==> src/design/lesi_params.svh <==
// Purpose: constants of the logic error status inquiry bank
// Assumes: 125 MHz core clock, byte-wide register port
// Notes: definitions only
`ifndef LESI_PARAMS_SVH
`define LESI_PARAMS_SVH

// ------------------------------------------------------------
// address map
// ------------------------------------------------------------
`define LESI_BASE_ADDR 16'h0c10
`define LESI_OFS_AVAIL 16'h0000
`define LESI_OFS_FLAGS 16'h0001
`define LESI_AVAIL_NO 8'h00
`define LESI_AVAIL_YES 8'h01
`define LESI_RDATA_IDLE 8'h00

// ------------------------------------------------------------
// flag bit positions
// ------------------------------------------------------------
`define LESI_BIT_NO_FW 0
`define LESI_BIT_LOAD_FAIL 1
`define LESI_BIT_RATE_OVER 2
`define LESI_BIT_NO_TRIG 3
`define LESI_GSTAT_TRIG_BIT 17

// ------------------------------------------------------------
// timing
// ------------------------------------------------------------
`define LESI_CLK_NS 8
`define LESI_MIN_LINE_NS 1000
`define LESI_MIN_LINE_CYC ((`LESI_MIN_LINE_NS + `LESI_CLK_NS - 1) / `LESI_CLK_NS)
`define LESI_TRIG_TIMEOUT_US 1000
`define LESI_TRIG_TIMEOUT_CYC ((`LESI_TRIG_TIMEOUT_US * 1000) / `LESI_CLK_NS)

`endif

==> src/design/lesi_pkg.sv <==
// Purpose: shared types of the logic error status inquiry bank
// Assumes: constants live in lesi_params.svh
// Notes: none
package lesi_pkg;

  // ------------------------------------------------------------
  // register port request
  // ------------------------------------------------------------
  typedef struct packed {
    logic [15:0] addr;
    logic [7:0] wdata;
    logic wr;
    logic rd;
  } lesi_req_s;

  // ------------------------------------------------------------
  // error flag field layout, bit 0 lowest
  // ------------------------------------------------------------
  typedef struct packed {
    logic [3:0] reserved;
    logic no_trig;
    logic rate_over;
    logic load_fail;
    logic no_fw;
  } lesi_flags_s;

  typedef enum logic {
    LESI_TRIG_WAIT_FIRST,
    LESI_TRIG_RUNNING
  } lesi_trig_e;

endpackage

==> src/design/lesi_inquiry.sv <==
// Purpose: read-only error inquiry bank for the programmable logic
// Assumes: byte register port, read data one cycle after the strobe
// Notes: flag read also clears the trigger summary in general status
//
// Our own choice: the plain strobed port.
`timescale 1ns/1ps
`include "lesi_params.svh"

// Functional notes
// - bank sits at base address 0x0c10
// - offset 0 reads availability, 0x00 or 0x01
// - offset 1 reads error flags, bit0 lowest
// - bit 0 set when firmware image absent
// - bit 1 set when firmware load failed with an image present
// - bit 2 set on line rate overrun
// - programmable mode drops fast triggers, no flag
// - bit 3 set while line trigger absent
// - flag read clears general status bit 17
module lesi_inquiry #(
  parameter int MIN_CYC = `LESI_MIN_LINE_CYC,
  parameter int TIMEOUT_CYC = `LESI_TRIG_TIMEOUT_CYC
) (
  input wire logic core_clk,
  input wire logic reset,
  input wire lesi_pkg::lesi_req_s req,
  output logic [7:0] rdata,
  input wire logic inquiry_ready,
  input wire logic fw_image_absent,
  input wire logic fw_load_failed,
  input wire logic line_trigger_input,
  input wire logic programmable_mode,
  output logic line_trigger_accept,
  output logic [31:0] gstat_trig_bits
);
  import lesi_pkg::*;

  lesi_flags_s flags;
  logic trig_summary;
  logic [7:0] next_rdata;
  lesi_flags_s next_flags;
  logic next_trig_summary;
  logic trig_overrun;
  logic trig_missing;
  logic missing_q;
  logic next_missing_q;
  logic hit_avail;
  logic hit_flags;

  // ------------------------------------------------------------
  // trigger monitor
  // ------------------------------------------------------------
  lesi_trig_monitor #(
    .MIN_CYC(MIN_CYC),
    .TIMEOUT_CYC(TIMEOUT_CYC)
  ) u_mon (
    .core_clk(core_clk),
    .reset(reset),
    .line_trigger_input(line_trigger_input),
    .programmable_mode(programmable_mode),
    .trig_accept(line_trigger_accept),
    .trig_overrun(trig_overrun),
    .trig_missing(trig_missing)
  );

  // ------------------------------------------------------------
  // address decode
  // ------------------------------------------------------------
  // only the two bytes of the bank answer, so a neighbouring bank is never aliased
  always_comb begin
    hit_avail = req.rd && (req.addr == (`LESI_BASE_ADDR + `LESI_OFS_AVAIL));
    hit_flags = req.rd && (req.addr == (`LESI_BASE_ADDR + `LESI_OFS_FLAGS));
  end

  // ------------------------------------------------------------
  // error flags
  // ------------------------------------------------------------
  always_comb begin
    next_flags = flags;
    next_flags.no_fw = fw_image_absent;
    // a failed load means nothing while no image exists, so it is masked
    next_flags.load_fail = fw_load_failed & ~fw_image_absent;
    next_flags.no_trig = trig_missing;
    next_flags.reserved = 4'h0;
    // overrun is an event, so it is held until software has seen it
    if (trig_overrun) begin
      next_flags.rate_over = 1'b1;
    end else if (hit_flags) begin
      next_flags.rate_over = 1'b0;
    end
  end

  always_ff @(posedge core_clk or posedge reset) begin
    if (reset) begin
      flags <= '0;
    end else begin
      flags <= next_flags;
    end
  end

  // ------------------------------------------------------------
  // trigger summary for the general status word
  // ------------------------------------------------------------
  always_comb begin
    next_missing_q = trig_missing;
    // set beats the clear so an error landing on the read is kept
    if (trig_overrun || (trig_missing && !missing_q)) begin
      next_trig_summary = 1'b1;
    end else if (hit_flags) begin
      next_trig_summary = 1'b0;
    end else begin
      next_trig_summary = trig_summary;
    end
  end

  always_ff @(posedge core_clk or posedge reset) begin
    if (reset) begin
      trig_summary <= 1'b0;
      missing_q <= 1'b0;
    end else begin
      trig_summary <= next_trig_summary;
      missing_q <= next_missing_q;
    end
  end

  // only the trigger summary is owned here, the other status bits stay zero
  always_comb begin
    gstat_trig_bits = 32'h0000_0000;
    gstat_trig_bits[`LESI_GSTAT_TRIG_BIT] = trig_summary;
  end

  // ------------------------------------------------------------
  // read port
  // ------------------------------------------------------------
  always_comb begin
    // writes and unmapped reads are answered with zero
    if (hit_avail) begin
      next_rdata = inquiry_ready ? `LESI_AVAIL_YES : `LESI_AVAIL_NO;
    end else if (hit_flags) begin
      next_rdata = flags;
    end else begin
      next_rdata = `LESI_RDATA_IDLE;
    end
  end

  always_ff @(posedge core_clk or posedge reset) begin
    if (reset) begin
      rdata <= 8'h00;
    end else begin
      rdata <= next_rdata;
    end
  end

  // ------------------------------------------------------------
  // checks
  // ------------------------------------------------------------
  base_decode_a: assert property (@(posedge core_clk) disable iff (reset)
    req.rd && (req.addr < `LESI_BASE_ADDR || req.addr > (`LESI_BASE_ADDR + `LESI_OFS_FLAGS))
      |=> rdata == 8'h00)
    else $error("read outside bank returned data");
  avail_read_a: assert property (@(posedge core_clk) disable iff (reset)
    req.rd && req.addr == 16'h0c10 |=> rdata == {7'h00, $past(inquiry_ready)})
    else $error("availability field wrong");
  flags_read_a: assert property (@(posedge core_clk) disable iff (reset)
    req.rd && req.addr == 16'h0c11 |=> rdata == $past(flags))
    else $error("flag field read mismatch");
  no_fw_a: assert property (@(posedge core_clk) disable iff (reset)
    fw_image_absent ##1 req.rd && req.addr == 16'h0c11 |=> rdata[0])
    else $error("missing firmware not flagged");
  load_fail_a: assert property (@(posedge core_clk) disable iff (reset)
    ##1 flags.load_fail == $past(fw_load_failed & ~fw_image_absent))
    else $error("load failure flag wrong");
  rate_sticky_a: assert property (@(posedge core_clk) disable iff (reset)
    trig_overrun |=> flags.rate_over ##1 (flags.rate_over || $past(hit_flags)))
    else $error("overrun flag lost before read");
  missing_a: assert property (@(posedge core_clk) disable iff (reset)
    trig_missing |=> flags.no_trig)
    else $error("missing trigger not flagged");
  summary_clear_a: assert property (@(posedge core_clk) disable iff (reset)
    hit_flags && !trig_overrun && !(trig_missing && !missing_q) |=> !gstat_trig_bits[17])
    else $error("summary not cleared by flag read");
  reserved_zero_a: assert property (@(posedge core_clk) disable iff (reset)
    req.rd && req.addr == 16'h0c11 |=> rdata[7:4] == 4'h0)
    else $error("reserved flag bits not zero");
  prog_no_over_a: assert property (@(posedge core_clk) disable iff (reset)
    programmable_mode && !flags.rate_over |=> !flags.rate_over)
    else $error("overrun flag set in programmable mode");
  idle_rdata_a: assert property (@(posedge core_clk) disable iff (reset)
    !req.rd |=> rdata == 8'h00)
    else $error("read data not idle without a read");
  write_ignored_a: assert property (@(posedge core_clk) disable iff (reset)
    req.wr && !req.rd && !trig_overrun |=> flags.rate_over == $past(flags.rate_over))
    else $error("write changed a read-only flag");
  gstat_unused_a: assert property (@(posedge core_clk) disable iff (reset)
    gstat_trig_bits[31:18] == 14'h0000 && gstat_trig_bits[16:0] == 17'h0_0000)
    else $error("unowned general status bits not zero");
  summary_set_a: assert property (@(posedge core_clk) disable iff (reset)
    trig_overrun |=> gstat_trig_bits[17])
    else $error("overrun not raised in trigger summary");
  rate_clear_a: assert property (@(posedge core_clk) disable iff (reset)
    hit_flags && !trig_overrun |=> !flags.rate_over)
    else $error("overrun flag kept after flag read");
  load_mask_a: assert property (@(posedge core_clk) disable iff (reset)
    fw_image_absent |=> !flags.load_fail)
    else $error("load failure flagged without an image");
  no_fw_clear_a: assert property (@(posedge core_clk) disable iff (reset)
    !fw_image_absent |=> !flags.no_fw)
    else $error("missing firmware flagged while present");
  missing_clear_a: assert property (@(posedge core_clk) disable iff (reset)
    !trig_missing |=> !flags.no_trig)
    else $error("missing trigger flagged while present");
  accept_excl_a: assert property (@(posedge core_clk) disable iff (reset)
    !(line_trigger_accept && trig_overrun))
    else $error("overrun edge also accepted as trigger");

  overrun_seen_c: cover property (@(posedge core_clk) disable iff (reset)
    trig_overrun ##[1:4] hit_flags);
  missing_seen_c: cover property (@(posedge core_clk) disable iff (reset)
    trig_missing && !missing_q);
  set_on_clear_c: cover property (@(posedge core_clk) disable iff (reset)
    trig_overrun && hit_flags);
  avail_read_c: cover property (@(posedge core_clk) disable iff (reset)
    hit_avail && inquiry_ready);
  prog_drop_c: cover property (@(posedge core_clk) disable iff (reset)
    programmable_mode && $rose(line_trigger_input) && !line_trigger_accept);
endmodule // lesi_inquiry

==> src/design/lesi_trig_monitor.sv <==
// Purpose: watches the line trigger input for overrun and absence
// Assumes: line_trigger_input synchronous to core_clk
// Notes: gap counter saturates, so a dead input stays flagged
`timescale 1ns/1ps
`include "lesi_params.svh"

module lesi_trig_monitor #(
  parameter int MIN_CYC = `LESI_MIN_LINE_CYC,
  parameter int TIMEOUT_CYC = `LESI_TRIG_TIMEOUT_CYC
) (
  input wire logic core_clk,
  input wire logic reset,
  input wire logic line_trigger_input,
  input wire logic programmable_mode,
  output logic trig_accept,
  output logic trig_overrun,
  output logic trig_missing
);
  import lesi_pkg::*;

  logic prev_in;
  logic [31:0] gap_cnt;
  lesi_trig_e state;
  logic next_prev_in;
  logic [31:0] next_gap_cnt;
  lesi_trig_e next_state;
  logic rise;
  logic too_fast;

  // ------------------------------------------------------------
  // trigger qualification
  // ------------------------------------------------------------
  always_comb begin
    rise = line_trigger_input & ~prev_in;
    too_fast = (state == LESI_TRIG_RUNNING) && (gap_cnt < 32'(MIN_CYC));
    next_prev_in = line_trigger_input;
    next_state = state;
    // a discarded pulse does not restart the gap, it never happened
    // a fast edge is never accepted: dropped in programmable mode, an overrun otherwise
    trig_accept = rise & ~too_fast;
    trig_overrun = rise & too_fast & ~programmable_mode;
    if (trig_accept || trig_overrun) begin
      next_gap_cnt = 32'h0000_0000;
      next_state = LESI_TRIG_RUNNING;
    end else if (gap_cnt != 32'hffff_ffff) begin
      next_gap_cnt = gap_cnt + 32'h0000_0001;
    end else begin
      next_gap_cnt = gap_cnt;
    end
  end

  always_ff @(posedge core_clk or posedge reset) begin
    if (reset) begin
      prev_in <= 1'b0;
      gap_cnt <= 32'h0000_0000;
      state <= LESI_TRIG_WAIT_FIRST;
    end else begin
      prev_in <= next_prev_in;
      gap_cnt <= next_gap_cnt;
      state <= next_state;
    end
  end

  assign trig_missing = (gap_cnt >= 32'(TIMEOUT_CYC));

  // ------------------------------------------------------------
  // checks
  // ------------------------------------------------------------
  discard_no_flag_a: assert property (@(posedge core_clk) disable iff (reset)
    programmable_mode |-> !trig_overrun)
    else $error("overrun raised in programmable trigger mode");
  // an edge two cycles after a trigger is always too fast while MIN_CYC is above 1
  overrun_spacing_a: assert property (@(posedge core_clk) disable iff (reset)
    (trig_accept || trig_overrun) ##2
      (line_trigger_input && !$past(line_trigger_input) && !programmable_mode) |-> trig_overrun)
    else $error("fast trigger not reported as overrun");
endmodule // lesi_trig_monitor
==> config.mk <==
export PLATFORM = sky130hd
export DESIGN_NAME = lesi_inquiry
export DESIGN_NICKNAME = d
export VERILOG_FILES = /design/src/design/lesi_pkg.sv /design/src/design/lesi_inquiry.sv /design/src/design/lesi_trig_monitor.sv
export VERILOG_INCLUDE_DIRS = /design/src /design/src/design
export SDC_FILE = /design/constraint.sdc
export NUM_CORES = 1
export LEC_CHECK = 0
export ABC_AREA = 1
export ABC_CLOCK_PERIOD_IN_PS = 2000
export BUFFER_PORTS_ARGS = -buffer_cell sky130_fd_sc_hd__buf_4
export CAP_MARGIN = 5
export CORE_MARGIN = 2
export CORE_UTILIZATION = 54
export CTS_CLUSTER_SIZE = 14
export DETAILED_ROUTE_END_ITERATION = 6
export PLACE_DENSITY = 0.78
export SLEW_MARGIN = 20
export SYNTH_ARGS = -nofsm -noshare
export SYNTH_HDL_FRONTEND = slang
export SYNTH_HIERARCHICAL = 1
export SYNTH_SLANG_ARGS = --single-unit
==> constraint.sdc <==
create_clock -name core_clk -period 2 [get_ports core_clk]
set_input_delay 0.4 -clock core_clk [delete_from_list [all_inputs] [get_ports core_clk]]
set_output_delay 0.4 -clock core_clk [all_outputs]
set_load 0.03 [all_outputs]
# == Yosys cells after proc, flatten, opt, wreduce, memory -nomap -nowiden ==
# Cells that the tools add are included.
# totals
reg_bits,47
out_inout_bits,41
elab_cells,42
# classes
addsub,1
n_lt_le_gt_ge,2
eq_ne,3
n_mux,8
bitwise_logic,9
reduce_logical,10
# op_table
cell,n
two-way mux 32 bit,2
"adder 32 x 1 -> 32 bit, second input constant",1
"== test 16 x 12 -> 1 bit, second input constant",2
">= comparator 32 x 17 -> 1 bit, second input constant",1
"< comparator 32 x 7 -> 1 bit, second input constant",1
"!= test 32 bit, second input constant",1
two-way mux 4 bit,2
nonzero test 2 bit,3
AND 1 bit,5
logical AND 1 bit,4
two-way mux 1 bit,4
NOT 1 bit,4
logical OR 1 bit,2
logical NOT 1 bit,1

# == Depth between registers and ports, before layout ==
# Gate-level depths: netlist of run 1.
# depth
ltp_word,6
mapped_depth,9
depth_no_buf,9

# == By module ==
# The synthesis of run 1 kept the hierarchy.
# by_module_without_submodules
mod,n_inst,cells_per_inst,area_per_inst_um2
lesi_trig_monitor,1,342,2383.5
lesi_inquiry,1,96,730.7

# == Worst setup path before layout of run 1 ==
# Ideal clock, no wire load.
# synth_timing
path_type,reg-to-output
from,register u_mon.gap_cnt[0]
to,output line_trigger_accept
t_arrival_ns,1.201
t_required_ns,1.600
slack_ns,0.399
path_stages_with_launch,8
n_path_buf,0
path_cell_list,dfrtp_1 inv_1 ha_1 nor2_1 nand2_1 nand3_1 o21bai_2 inv_1
# synth_between
elab_chain_len,4
# synth_rtl
element,line_no,rtl
from (decl),lesi_trig_monitor.sv:22,logic [31:0] gap_cnt;
from (signal assigned),lesi_trig_monitor.sv:59,gap_cnt <= next_gap_cnt;
< comparator 32 x 7 -> 1 bit,lesi_trig_monitor.sv:35,too_fast = (state == LESI_TRIG_RUNNING) && (gap_cnt < 32'(MIN_CYC));
logical AND 1 bit,lesi_trig_monitor.sv:35,
NOT 1 bit,lesi_trig_monitor.sv:40,trig_accept = rise & ~too_fast;
AND 1 bit,lesi_trig_monitor.sv:40,
to (decl),lesi_inquiry.sv:32,"output logic line_trigger_accept,"
# Every way passes these cells.

# == Final worst setup path of run 1 ==
# layout_timing
from,register u_mon.gap_cnt[14]
to,output line_trigger_accept
# Same word-level chain as after synthesis.

==> impl_metrics.json, run 1 <==
{
  "antenna_cells": 0,
  "timing.hold.worst.class": "in -> async",
  "tritonroute_pass_1_iters": 4,
  "drc": 0,
  "areaGrowthSynthToFinish_pct": 12.1,
  "grt_pass1_wl_um": 11700,
  "ctsHoldBuffers": 0,
  "share_seq_of_total_power_pct": 46.9,
  "flip_flop_and_latch_count_after_synthesis": 43,
  "worst_setup_path_end_kind": "primary output",
  "post-route-cell-area_sq_um": 3490,
  "worst-path-max-fanout": 4,
  "layout-drive-gt1-share_pct": 22.6,
  "power_mw": 2.06,
  "tightestPinTransition_ns": 0.529,
  "max-clock-path-buffers": 2,
  "port_buffers": 29,
  "finalWirelength_um": 7100,
  "fin_worst_hold_slack_ns": 0.0468,
  "final_nets": 518,
  "r2r_slack_ns": 0.16,
  "report.final.hold_viol_count": 0,
  "final_period_minus_worst_setup_slack_ns": 1.98,
  "timing.final.crit_share_pct": 99.1,
  "net_sw_power_uw": 629,
  "root_buffer": "clkbuf_8",
  "critPathTopFamily": "simple AND/OR/NAND/NOR gates",
  "power.share.switching_pct": 30.5,
  "synthDistinctLibCells": 28,
  "critical_path.slowest_cell": "dfrtp_1",
  "finish.utilization_pct": 63.0,
  "fin_ws_ns": 0.0189,
  "antenna_found_initial": 0,
  "crit_arrival_ns": 1.58,
  "critPathBufInv": 2,
  "place_worst_setup_slack_ns": 0.225,
  "pwr_density_cell_nw_per_um2": 592,
  "maxCapViolCount": 0,
  "design.portCount": 74,
  "floorplan.core_area_sq_um": 5540,
  "maxClockFrequency_ghz": 0.505,
  "initialDrtViolationCount": 212,
  "timing.clock.skew_ns": 0.00367,
  "timing.critical_path.required_ns": 1.60,
  "comb_power_share_pct": 18.8,
  "routed-via-count": 2740,
  "dp_cells": 538,
  "ys_seq_area_share_pct": 34.6,
  "fp.dieH_um": 79.9,
  "finalSetupTns_ns": 0,
  "power.ir.vdd_worst_v": 0.000591,
  "grt_start_max_net_pins": 35,
  "rsz0062_at_grt": "true",
  "grt_pass1_vias": 2607,
  "startpoint_type": "flip-flop",
  "route.antenna.remaining_nets": 0,
  "syn-instance-count": 438,
  "final_estimated_routing_congestion_in_global_placement": 0.987,
  "outcome": "completed",
  "clock_power_share_pct": 34.3,
  "timing.critical_path.slowest_cell_delay_ns": 0.45,
  "die_width_um": 79.9,
  "insertion_delay_of_the_later_clocked_pin_in_the_worst_skew_pair_ns": 0.30,
  "floorplan.rows": 27,
  "placed_area_sq_um": 3280,
  "total_congestion_overflow": 0,
  "layout.filler_cells": 501,
  "postSynthAreaPerCell_sq_um": 7.11,
  "die_area_sq_um": 6390,
  "post_drt_via_cell_ratio": 4.94,
  "detail_route.wl_per_cell_um": 12.8,
  "cts.sink_count": 43,
  "netlist_area_sq_um": 3110,
  "floorplan.initialDensity_pct": 56.2,
  "h_tree_levels": 2,
  "path_clk_slew_ns": 0.09,
  "globalRouteTotalUtil_pct": 23.6,
  "sequence_of_cells_on_the_critical_path": "nor2_1, nand2_1, nor2_1, nand2_1, o21bai_4, inv_2, buf_6",
  "slew-limit-headroom_pct": 64.4,
  "ys.warnings.count": 6,
  "internal_power_mw": 1.44,
  "placed_wire_length_estimate_after_detailed_placement_um": 5440,
  "finalMaxSlewViolations": 0,
  "cts_buffers": 5,
  "tritoncts_clock_tree": "done",
  "power.static_leakage_nw": 1.65,
  "setup_violators_final": 0,
  "post_layout_nonfiller_instances": 555,
  "timing_worst_setup_path_type": "reg -> out"
}
==> power by group through the flow <==
stage / sequential [mW] / combinational [mW] / clock [mW]
finish: 0.969 / 0.387 / 0.708
global route: 0.981 / 0.430 / 0.760
CTS: 0.967 / 0.387 / 0.728
detailed placement: 0.998 / 0.343 / 0
global placement: 0.997 / 0.334 / 0
floorplan: 0.982 / 0.324 / 0
==> final timing paths <==
path	from	to	cells past startpoint
max reg2reg	u_mon/gap_cnt[0]$_DFFE_PP0P_	u_mon/gap_cnt[10]$_DFFE_PP0P_	8
max	u_mon/gap_cnt[14]$_DFFE_PP0P_	line_trigger_accept	7
min	reset	rdata[2]$_DFF_PP0_	2
min reg2reg	trig_summary$_DFFE_PP0P_	trig_summary$_DFFE_PP0P_	2
max in group asynchronous	reset	u_mon/gap_cnt[12]$_DFFE_PP0P_	3
min in group core_clk	line_trigger_input	u_mon/prev_in$_DFF_PP0_	1
==> final cells by class <==
| cell class | instances | area [sq um] | share of cell area [%] |
|---|---|---|---|
| Clock inverter | 3 | 47.5 | 1.36 |
| Multi-Input combinational cell | 345 | 1710 | 48.9 |
| Sequential cell | 43 | 1080 | 30.9 |
| Tap cell | 72 | 90.1 | 2.58 |
| Timing Repair Buffer | 44 | 334 | 9.57 |
| Inverter | 43 | 163 | 4.66 |
| Clock buffer | 5 | 68.8 | 1.97 |
==> cell usage in the layout (no fill, tap or decap), drive strengths merged <==
master and n:
nand2 134, nor2 88, buf 44, inv 43, dfrtp 43, conb 35
a21oi 28, nand3 27, xor2 7, xnor2 7, clkbuf 5, nand4 4
or2 3, nor4 3, ha 3, nand3b 2, clkinv 2, bufinv 1
o21bai 1, and2 1, nor3 1, o21ai 1
==> repair_timing <==
action / CTS / global route
pin swaps: 1 / 4
buffers inserted: 5 / 4
gates resized for setup: 2 / 9
endpoints found under the setup margin: 1 / 1
==> metal layers <==
metal  up-vias  wire, um  global-route usage, %
li1       1371         -                      -
met1      1252      3030                   30.1
met2       103      3430                   40.8
met3        14       491                   3.85
met4         0       143                   7.29
met5         -         0                      0
==> cells in the mapped netlist (all sizes together) <==
cell	instances	area, sq um
a21oi	28	215
and2	1	6.26
buf	41	319
clkinv	1	5.00
conb	1	3.75
dfrtp	43	1080
ha	3	37.5
inv	42	158
nand2	134	521
nand3	27	168
nand3b	2	15.0
nand4	4	25.0
nor2	88	384
nor3	1	5.00
nor4	3	18.8
o21ai	1	5.00
o21bai	1	11.3
or2	3	18.8
xnor2	7	61.3
xor2	7	61.3
==> registers in the layout, summed over array words and instances, names as in the netlist <==
name           cells
u_mon/gap_cnt     32
rdata              4
flags              3
u_mon/state        1
trig_summary       1
u_mon/prev_in      1
missing_q          1
==> worst reg2reg max path, cell delays in order, from the launching register on <==
cell and delay [ns]:
dfrtp_1 0.37, buf_4 0.14, ha_1 0.23, nand3_2 0.14, clkinv_2 0.12, nand2_2 0.11
nor2_1 0.29, xor2_1 0.24, a21oi_2 0.07
==> cells by family (layout without fill, tap and decap cells) <==
| family | Yosys count | after routing | synth area share, % |
|---|---|---|---|
| AND/OR/NAND/NOR | 263 | 263 | 37.3 |
| buffers and inverters | 84 | 95 | 15.5 |
| flip-flops | 43 | 43 | 34.6 |
| AO/OA/AOI/OAI | 30 | 30 | 7.43 |
| XOR/XNOR | 14 | 14 | 3.94 |
| adder cells (fa/ha/maj) | 3 | 3 | 1.21 |
| other | 1 | 35 | 0.120 |
Power figures use the tool's default switching activity.
==> run 2: changes to the inputs <==
--- a/config.mk
+++ b/config.mk
@@ -6,15 +6,15 @@
 export SDC_FILE = /design/constraint.sdc
 export NUM_CORES = 1
 export LEC_CHECK = 0
-export ABC_AREA = 1
 export ABC_CLOCK_PERIOD_IN_PS = 2000
 export BUFFER_PORTS_ARGS = -buffer_cell sky130_fd_sc_hd__buf_4
 export CAP_MARGIN = 5
 export CORE_MARGIN = 2
-export CORE_UTILIZATION = 54
+export CORE_UTILIZATION = 53
 export CTS_CLUSTER_SIZE = 14
 export DETAILED_ROUTE_END_ITERATION = 6
 export PLACE_DENSITY = 0.78
+export RECOVER_POWER = 50
 export SLEW_MARGIN = 20
 export SYNTH_ARGS = -nofsm -noshare
 export SYNTH_HDL_FRONTEND = slang
==> impl_metrics.json, run 2 <==
{
  "outcome": "finished, violations left",
  "violations_in_the_final_reports": "negative setup slack",
  "net_sw_power_uw": 701,
  "internal_power_mw": 1.43,
  "antenna_cells": 0,
  "tritonroute_pass_1_iters": 4,
  "async_flop_share_pct": 100,
  "timing.hold.worst.class": "in -> async",
  "post-synth-top-count-cell": "dfrtp_1",
  "syn-instance-count": 288,
  "power_mw": 2.13,
  "routed-via-count": 2484,
  "max-clock-path-buffers": 2,
  "final_estimated_routing_congestion_in_global_placement": 0.828,
  "insertion_delay_of_the_later_clocked_pin_in_the_worst_skew_pair_ns": 0.30,
  "clock_power_share_pct": 25.8,
  "worst-path-max-fanout": 3,
  "timing.critical_path.required_ns": 1.60,
  "root_buffer": "clkbuf_8",
  "placed_wire_length_estimate_after_detailed_placement_um": 4810,
  "reg2reg_from": "u_mon/gap_cnt[29]$_DFFE_PP0P_",
  "finalMaxSlewViolations": 0,
  "maxCapViolCount": 0,
  "detail_route.wl_per_cell_um": 16.8,
  "largest_register_ff_count": 32,
  "grt_pass1_vias": 2514,
  "flip_flop_and_latch_count_after_synthesis": 43,
  "design.portCount": 74,
  "initialDrtViolationCount": 349,
  "postSynthAreaPerCell_sq_um": 9.62,
  "total_congestion_overflow": 0,
  "grt_pass1_wl_um": 12200,
  "critical_path.slowest_cell": "or4_4",
  "layout_top_registers": "u_mon/gap_cnt: 32 flops, rdata: 4 flops, flags: 3 flops",
  "route.antenna.remaining_nets": 0,
  "timing.clock.skew_ns": 0.00806,
  "sequence_of_cells_on_the_critical_path": "inv_1, ha_1, or4_4, a31oi_4, buf_6",
  "die_area_sq_um": 5820,
  "leading_cell_types_in_the_layout_fill_and_taps_excluded": "buf_4 (66), dfrtp_1 (43), conb_1 (35), nand4_1 (16), nand2_1 (16)",
  "timing.critical_path.slowest_cell_delay_ns": 0.53,
  "registers.top_by_ff_count": "u_mon/gap_cnt",
  "drc": 0,
  "power.share.switching_pct": 32.9,
  "power.ir.vdd_worst_v": 0.000672,
  "pwr_density_cell_nw_per_um2": 589,
  "floorplan.initialDensity_pct": 54.6,
  "synth.top_cells.by_count": "dfrtp_1 (43), buf_4 (37), nor2_1 (23), nand2_1 (16), nand4_1 (16)",
  "cts.sink_count": 43,
  "comb_power_share_pct": 29.4,
  "finalSetupTns_ns": -7.91,
  "post_drt_via_cell_ratio": 5.67,
  "final_period_minus_worst_setup_slack_ns": 2.29,
  "synthDistinctLibCells": 52,
  "maxClockFrequency_ghz": 0.436,
  "layout.cells.most_common": "buf_4",
  "setup_violators_final": 36,
  "die_width_um": 76.3,
  "floorplan.rows": 26,
  "count_of_flip_flops_with_a_built_in_enable_after_synthesis": 0,
  "power.static_leakage_nw": 1.59,
  "fin_ws_ns": -0.291,
  "areaGrowthSynthToFinish_pct": 30.6,
  "netlist_area_sq_um": 2770,
  "globalRouteTotalUtil_pct": 26.2,
  "synth_top_flop_cell": "dfrtp_1",
  "grt_start_max_net_pins": 21,
  "rsz0062_at_grt": "true",
  "place_worst_setup_slack_ns": -0.0694,
  "yosysTopAreaCell": "dfrtp_1",
  "tritoncts_clock_tree": "done",
  "share_seq_of_total_power_pct": 44.8,
  "slew-limit-headroom_pct": 28.3,
  "h_tree_levels": 2,
  "post-synth-top-area-fraction_pct": 38.8,
  "startpoint_type": "flip-flop",
  "synth_top_cells_by_area": "dfrtp_1 (39%), buf_4 (10%), xnor2_1 (4.1%)",
  "dp_cells": 418,
  "path_clk_slew_ns": 0.09,
  "antenna_found_initial": 0,
  "crit_arrival_ns": 1.89,
  "final_nets": 403,
  "floorplan.core_area_sq_um": 5070,
  "post_layout_nonfiller_instances": 438,
  "cts_buffers": 5,
  "ys.warnings.count": 6,
  "port_buffers": 29,
  "worst_setup_path_end_kind": "primary output",
  "timing.final.crit_share_pct": 115,
  "layout-drive-gt1-share_pct": 39.1,
  "finalWirelength_um": 7370,
  "critPathLaunch": "u_mon/gap_cnt[0]$_DFFE_PP0P_",
  "tightestPinTransition_ns": 1.08,
  "finish.utilization_pct": 71.3,
  "ys_seq_area_share_pct": 38.8,
  "timing_worst_setup_path_type": "reg -> out",
  "report.final.hold_viol_count": 0,
  "fp.dieH_um": 76.3
}
==> run 2: cell types whose count changed in the layout (fill, tap and decap cells not counted), moves of 10 or more <==
cell     delta
nand3_1    -12
or3_1      +10
buf_4      +23
inv_1      -28
nor2_1     -66
nand2_1   -111
nand4_1    +12
==> run 2: routing by layer <==
metal	track usage, %	vias to the layer above	share of wire, %
li1	-	1122	-
met1	30.5	1213	38
met2	46.6	121	52
met3	6.04	28	6.8
met4	9.82	0	3.3
met5	0	-	0
==> run 2: final cells by class <==
class	count	area [sq um]
clock buffers	6	72.6
fillers	374	1460
multi-input cells	223	1610
repair buffers	82	719
clock inverters	2	12.5
flip-flops and latches	43	1080
well taps	70	87.6
inverters	12	45.0
==> run 2: power groups by stage <==
stage	clock network (mW)	logic [mW]	registers [mW]
global placement	0	0.504	0.969
detailed placement	0	0.522	0.974
floorplan	0	0.339	0.989
finish	0.549	0.627	0.955
global route	0.602	0.663	0.963
CTS	0.560	0.597	0.956
==> run 2: logic make-up after synthesis <==
logic type,after synthesis,share of synthesized area (%)
flip-flops,43,38.8
buffers and inverters,56,13.5
AO/OA/AOI/OAI,45,12.6
other,1,0.135
multiplexers,2,0.722
adder cells (fa/ha/maj),3,1.35
XOR/XNOR,17,5.37
AND/OR/NAND/NOR,121,27.5
==> run 2: timing repair <==
action                     CTS  global route
cloned                       3             0
hold buffers                 0             0
pin swaps                    4             3
buffers inserted             7             2
setup endpoints to repair   34            36
gates resized for setup     35            10
==> run 2: stage by stage <==
step	area, sq um	hold slack [ns]
final	3620	0.0629
after global routing	3620	0.0783
after CTS	3570	0.0702
after detailed placement	3220	0.393
after global placement	3220	0.386
after floorplan	2920	0.228
==> run 2: worst max-delay path: cells and delay by family, from the launching register on <==
kind            cells  cell delay (ns)
buf+inv             2             0.24
fa+ha+maj           1             0.22
compound gates      1             0.22
flops               1             0.39
simple gates        1             0.53
==> run 2: worst paths after layout <==
kind	slack [ns]	to	depth (start not counted)
hold / removal	0.06	rdata[3]$_DFF_PP0_	2
max in group asynchronous	0.87	u_mon/gap_cnt[30]$_DFFE_PP0P_	3
hold reg to reg	0.49	rdata[1]$_DFF_PP0_	2
setup / recovery	-0.29	line_trigger_accept	5
min in group core_clk	0.23	flags[0]$_DFF_PP0_	1
setup reg to reg	-0.28	u_mon/state$_DFFE_PP0P_	7
==> run 3: changes to the inputs <==
--- a/config.mk
+++ b/config.mk
@@ -6,11 +6,12 @@
 export SDC_FILE = /design/constraint.sdc
 export NUM_CORES = 1
 export LEC_CHECK = 0
+export ABC_AREA = 1
 export ABC_CLOCK_PERIOD_IN_PS = 2000
 export BUFFER_PORTS_ARGS = -buffer_cell sky130_fd_sc_hd__buf_4
 export CAP_MARGIN = 5
 export CORE_MARGIN = 2
-export CORE_UTILIZATION = 53
+export CORE_UTILIZATION = 54
 export CTS_CLUSTER_SIZE = 14
 export DETAILED_ROUTE_END_ITERATION = 6
 export PLACE_DENSITY = 0.78
==> impl_metrics.json, run 3 (synthesized netlist as in run 1, its figures left out) <==
{
  "finalMaxSlewViolations": 0,
  "floorplan.rows": 27,
  "grt_pass1_wl_um": 11700,
  "power.static_leakage_nw": 1.64,
  "drc": 0,
  "finish.utilization_pct": 62.8,
  "layout_top_registers": "u_mon/gap_cnt: 32 flops, rdata: 4 flops, flags: 3 flops",
  "initialDrtViolationCount": 210,
  "antenna_cells": 0,
  "leading_cell_types_in_the_layout_fill_and_taps_excluded": "nand2_1 (127), nor2_1 (74), inv_1 (40), dfrtp_1 (40), buf_4 (38)",
  "final_estimated_routing_congestion_in_global_placement": 0.987,
  "largest_register_ff_count": 32,
  "maxClockFrequency_ghz": 0.505,
  "placed_wire_length_estimate_after_detailed_placement_um": 5440,
  "registers.top_by_ff_count": "u_mon/gap_cnt",
  "ctsHoldBuffers": 0,
  "die_area_sq_um": 6390,
  "pwr_density_cell_nw_per_um2": 592,
  "detail_route.wl_per_cell_um": 12.8,
  "timing.rr.end": "u_mon/gap_cnt[10]$_DFFE_PP0P_",
  "setup_violators_final": 0,
  "post_layout_nonfiller_instances": 555,
  "floorplan.initialDensity_pct": 56.2,
  "timing.critical_path.required_ns": 1.60,
  "tightestPinTransition_ns": 0.861,
  "route.antenna.remaining_nets": 0,
  "tritoncts_clock_tree": "done",
  "report.final.hold_viol_count": 0,
  "post_drt_via_cell_ratio": 4.94,
  "final_period_minus_worst_setup_slack_ns": 1.98,
  "worst_setup_path_end_kind": "primary output",
  "finalWirelength_um": 7100,
  "max-clock-path-buffers": 2,
  "maxCapViolCount": 0,
  "timing_worst_setup_path_type": "reg -> out",
  "insertion_delay_of_the_later_clocked_pin_in_the_worst_skew_pair_ns": 0.30,
  "cts.sink_count": 43,
  "fp.dieH_um": 79.9,
  "design.portCount": 74,
  "floorplan.core_area_sq_um": 5540,
  "timing.final.crit_share_pct": 99.1,
  "port_buffers": 29,
  "timing.clock.skew_ns": 0.00353,
  "grt_pass1_vias": 2607,
  "dp_cells": 538,
  "power.ir.vdd_worst_v": 0.000590,
  "reg2regPathDepth": 8,
  "final_nets": 518,
  "antenna_found_initial": 0,
  "outcome": "completed",
  "worst-path-max-fanout": 4,
  "power_mw": 2.06,
  "crit_arrival_ns": 1.58,
  "layout.cells.most_common": "nand2_1",
  "grt_start_max_net_pins": 35,
  "startpoint_type": "flip-flop",
  "reg2reg_from": "u_mon/gap_cnt[0]$_DFFE_PP0P_",
  "timing.hold.worst.class": "in -> async",
  "die_width_um": 79.9,
  "root_buffer": "clkbuf_8",
  "slew-limit-headroom_pct": 42.6,
  "rsz0062_at_grt": "true",
  "areaGrowthSynthToFinish_pct": 11.7,
  "total_congestion_overflow": 0,
  "globalRouteTotalUtil_pct": 23.6,
  "routed-via-count": 2743,
  "layout-drive-gt1-share_pct": 22.2,
  "h_tree_levels": 2,
  "cts_buffers": 5,
  "path_clk_slew_ns": 0.09,
  "tritonroute_pass_1_iters": 4,
  "r2r_slack_ns": 0.16
}
run 3: cell types whose count changed in the layout (fill, tap and decap cells not counted), sizes merged, moves of 4 or more:
cell / before / now
buf: 77 / 39
o31ai: 4 / 0
nand4: 18 / 4
or4: 10 / 0
o21ai: 9 / 1
inv: 12 / 43
nor2: 23 / 88
nand2: 17 / 134
nor3: 9 / 1
xnor2: 13 / 7
nand3: 10 / 27
a21oi: 20 / 28
or3: 10 / 0
run 3: layer usage:
metal	global-route usage (%)	wire (um)
met2	40.8	3420
met3	3.85	482
met4	7.29	138
met1	30.1	3050
met5	0	0
run 3: timing repair:
| action | in CTS | in global routing |
|---|---|---|
| resized for setup | 2 | 9 |
| endpoints found under the setup margin | 1 | 1 |
| cloned | 0 | 0 |
| setup buffers | 5 | 4 |
| pin swaps | 1 | 4 |
| endpoints found under the hold margin | 0 | 0 |
run 3: worst max path at each step:
stage	slack [ns]	cells past startpoint	from	to
floorplan	0.40	7	u_mon/gap_cnt[0]$_DFFE_PP0P_	line_trigger_accept
global placement	0.26	8	u_mon/gap_cnt[0]$_DFFE_PP0P_	line_trigger_accept
detailed placement	0.23	8	u_mon/gap_cnt[0]$_DFFE_PP0P_	line_trigger_accept
CTS	0.0001	7	u_mon/gap_cnt[20]$_DFFE_PP0P_	line_trigger_accept
global route	-0.02	7	u_mon/gap_cnt[30]$_DFFE_PP0P_	line_trigger_accept
finish	0.02	7	u_mon/gap_cnt[14]$_DFFE_PP0P_	line_trigger_accept
run 3: power by group:
part,total [mW],internal (mW),leakage [nW],switching [mW]
Combinational,0.385,0.135,1.01,0.249
Clock,0.708,0.379,0.0587,0.329
Sequential,0.969,0.918,0.568,0.0504
run 3: final cells by class:
cell class	count	area [sq um]
Clock inverter	3	47.5
Sequential cell	43	1080
Timing Repair Buffer	44	324
Clock buffer	5	68.8
Tap cell	72	90.1
Inverter	43	163
Fill cell	504	2060
Multi-Input combinational cell	345	1710
run 3: per-stage QoR:
stage,TNS (ns),hold WS [ns],worst slack [ns],area (sq um)
floorplan,0,0.228,0.399,3240
global placement,0,0.382,0.262,3280
detailed placement,0,0.384,0.225,3280
CTS,0,0.0505,0.0000979,3430
global route,-0.0222,0.0834,-0.0222,3480
finish,0,0.0496,0.0187,3480
run 3: critical path, stage by stage (launching register included):
cell      delay [ns]
dfrtp_1         0.45
nor2_1          0.13
nand2_1         0.09
nor2_1          0.15
nand2_1         0.11
o21bai_4        0.16
inv_2           0.05
buf_6           0.13
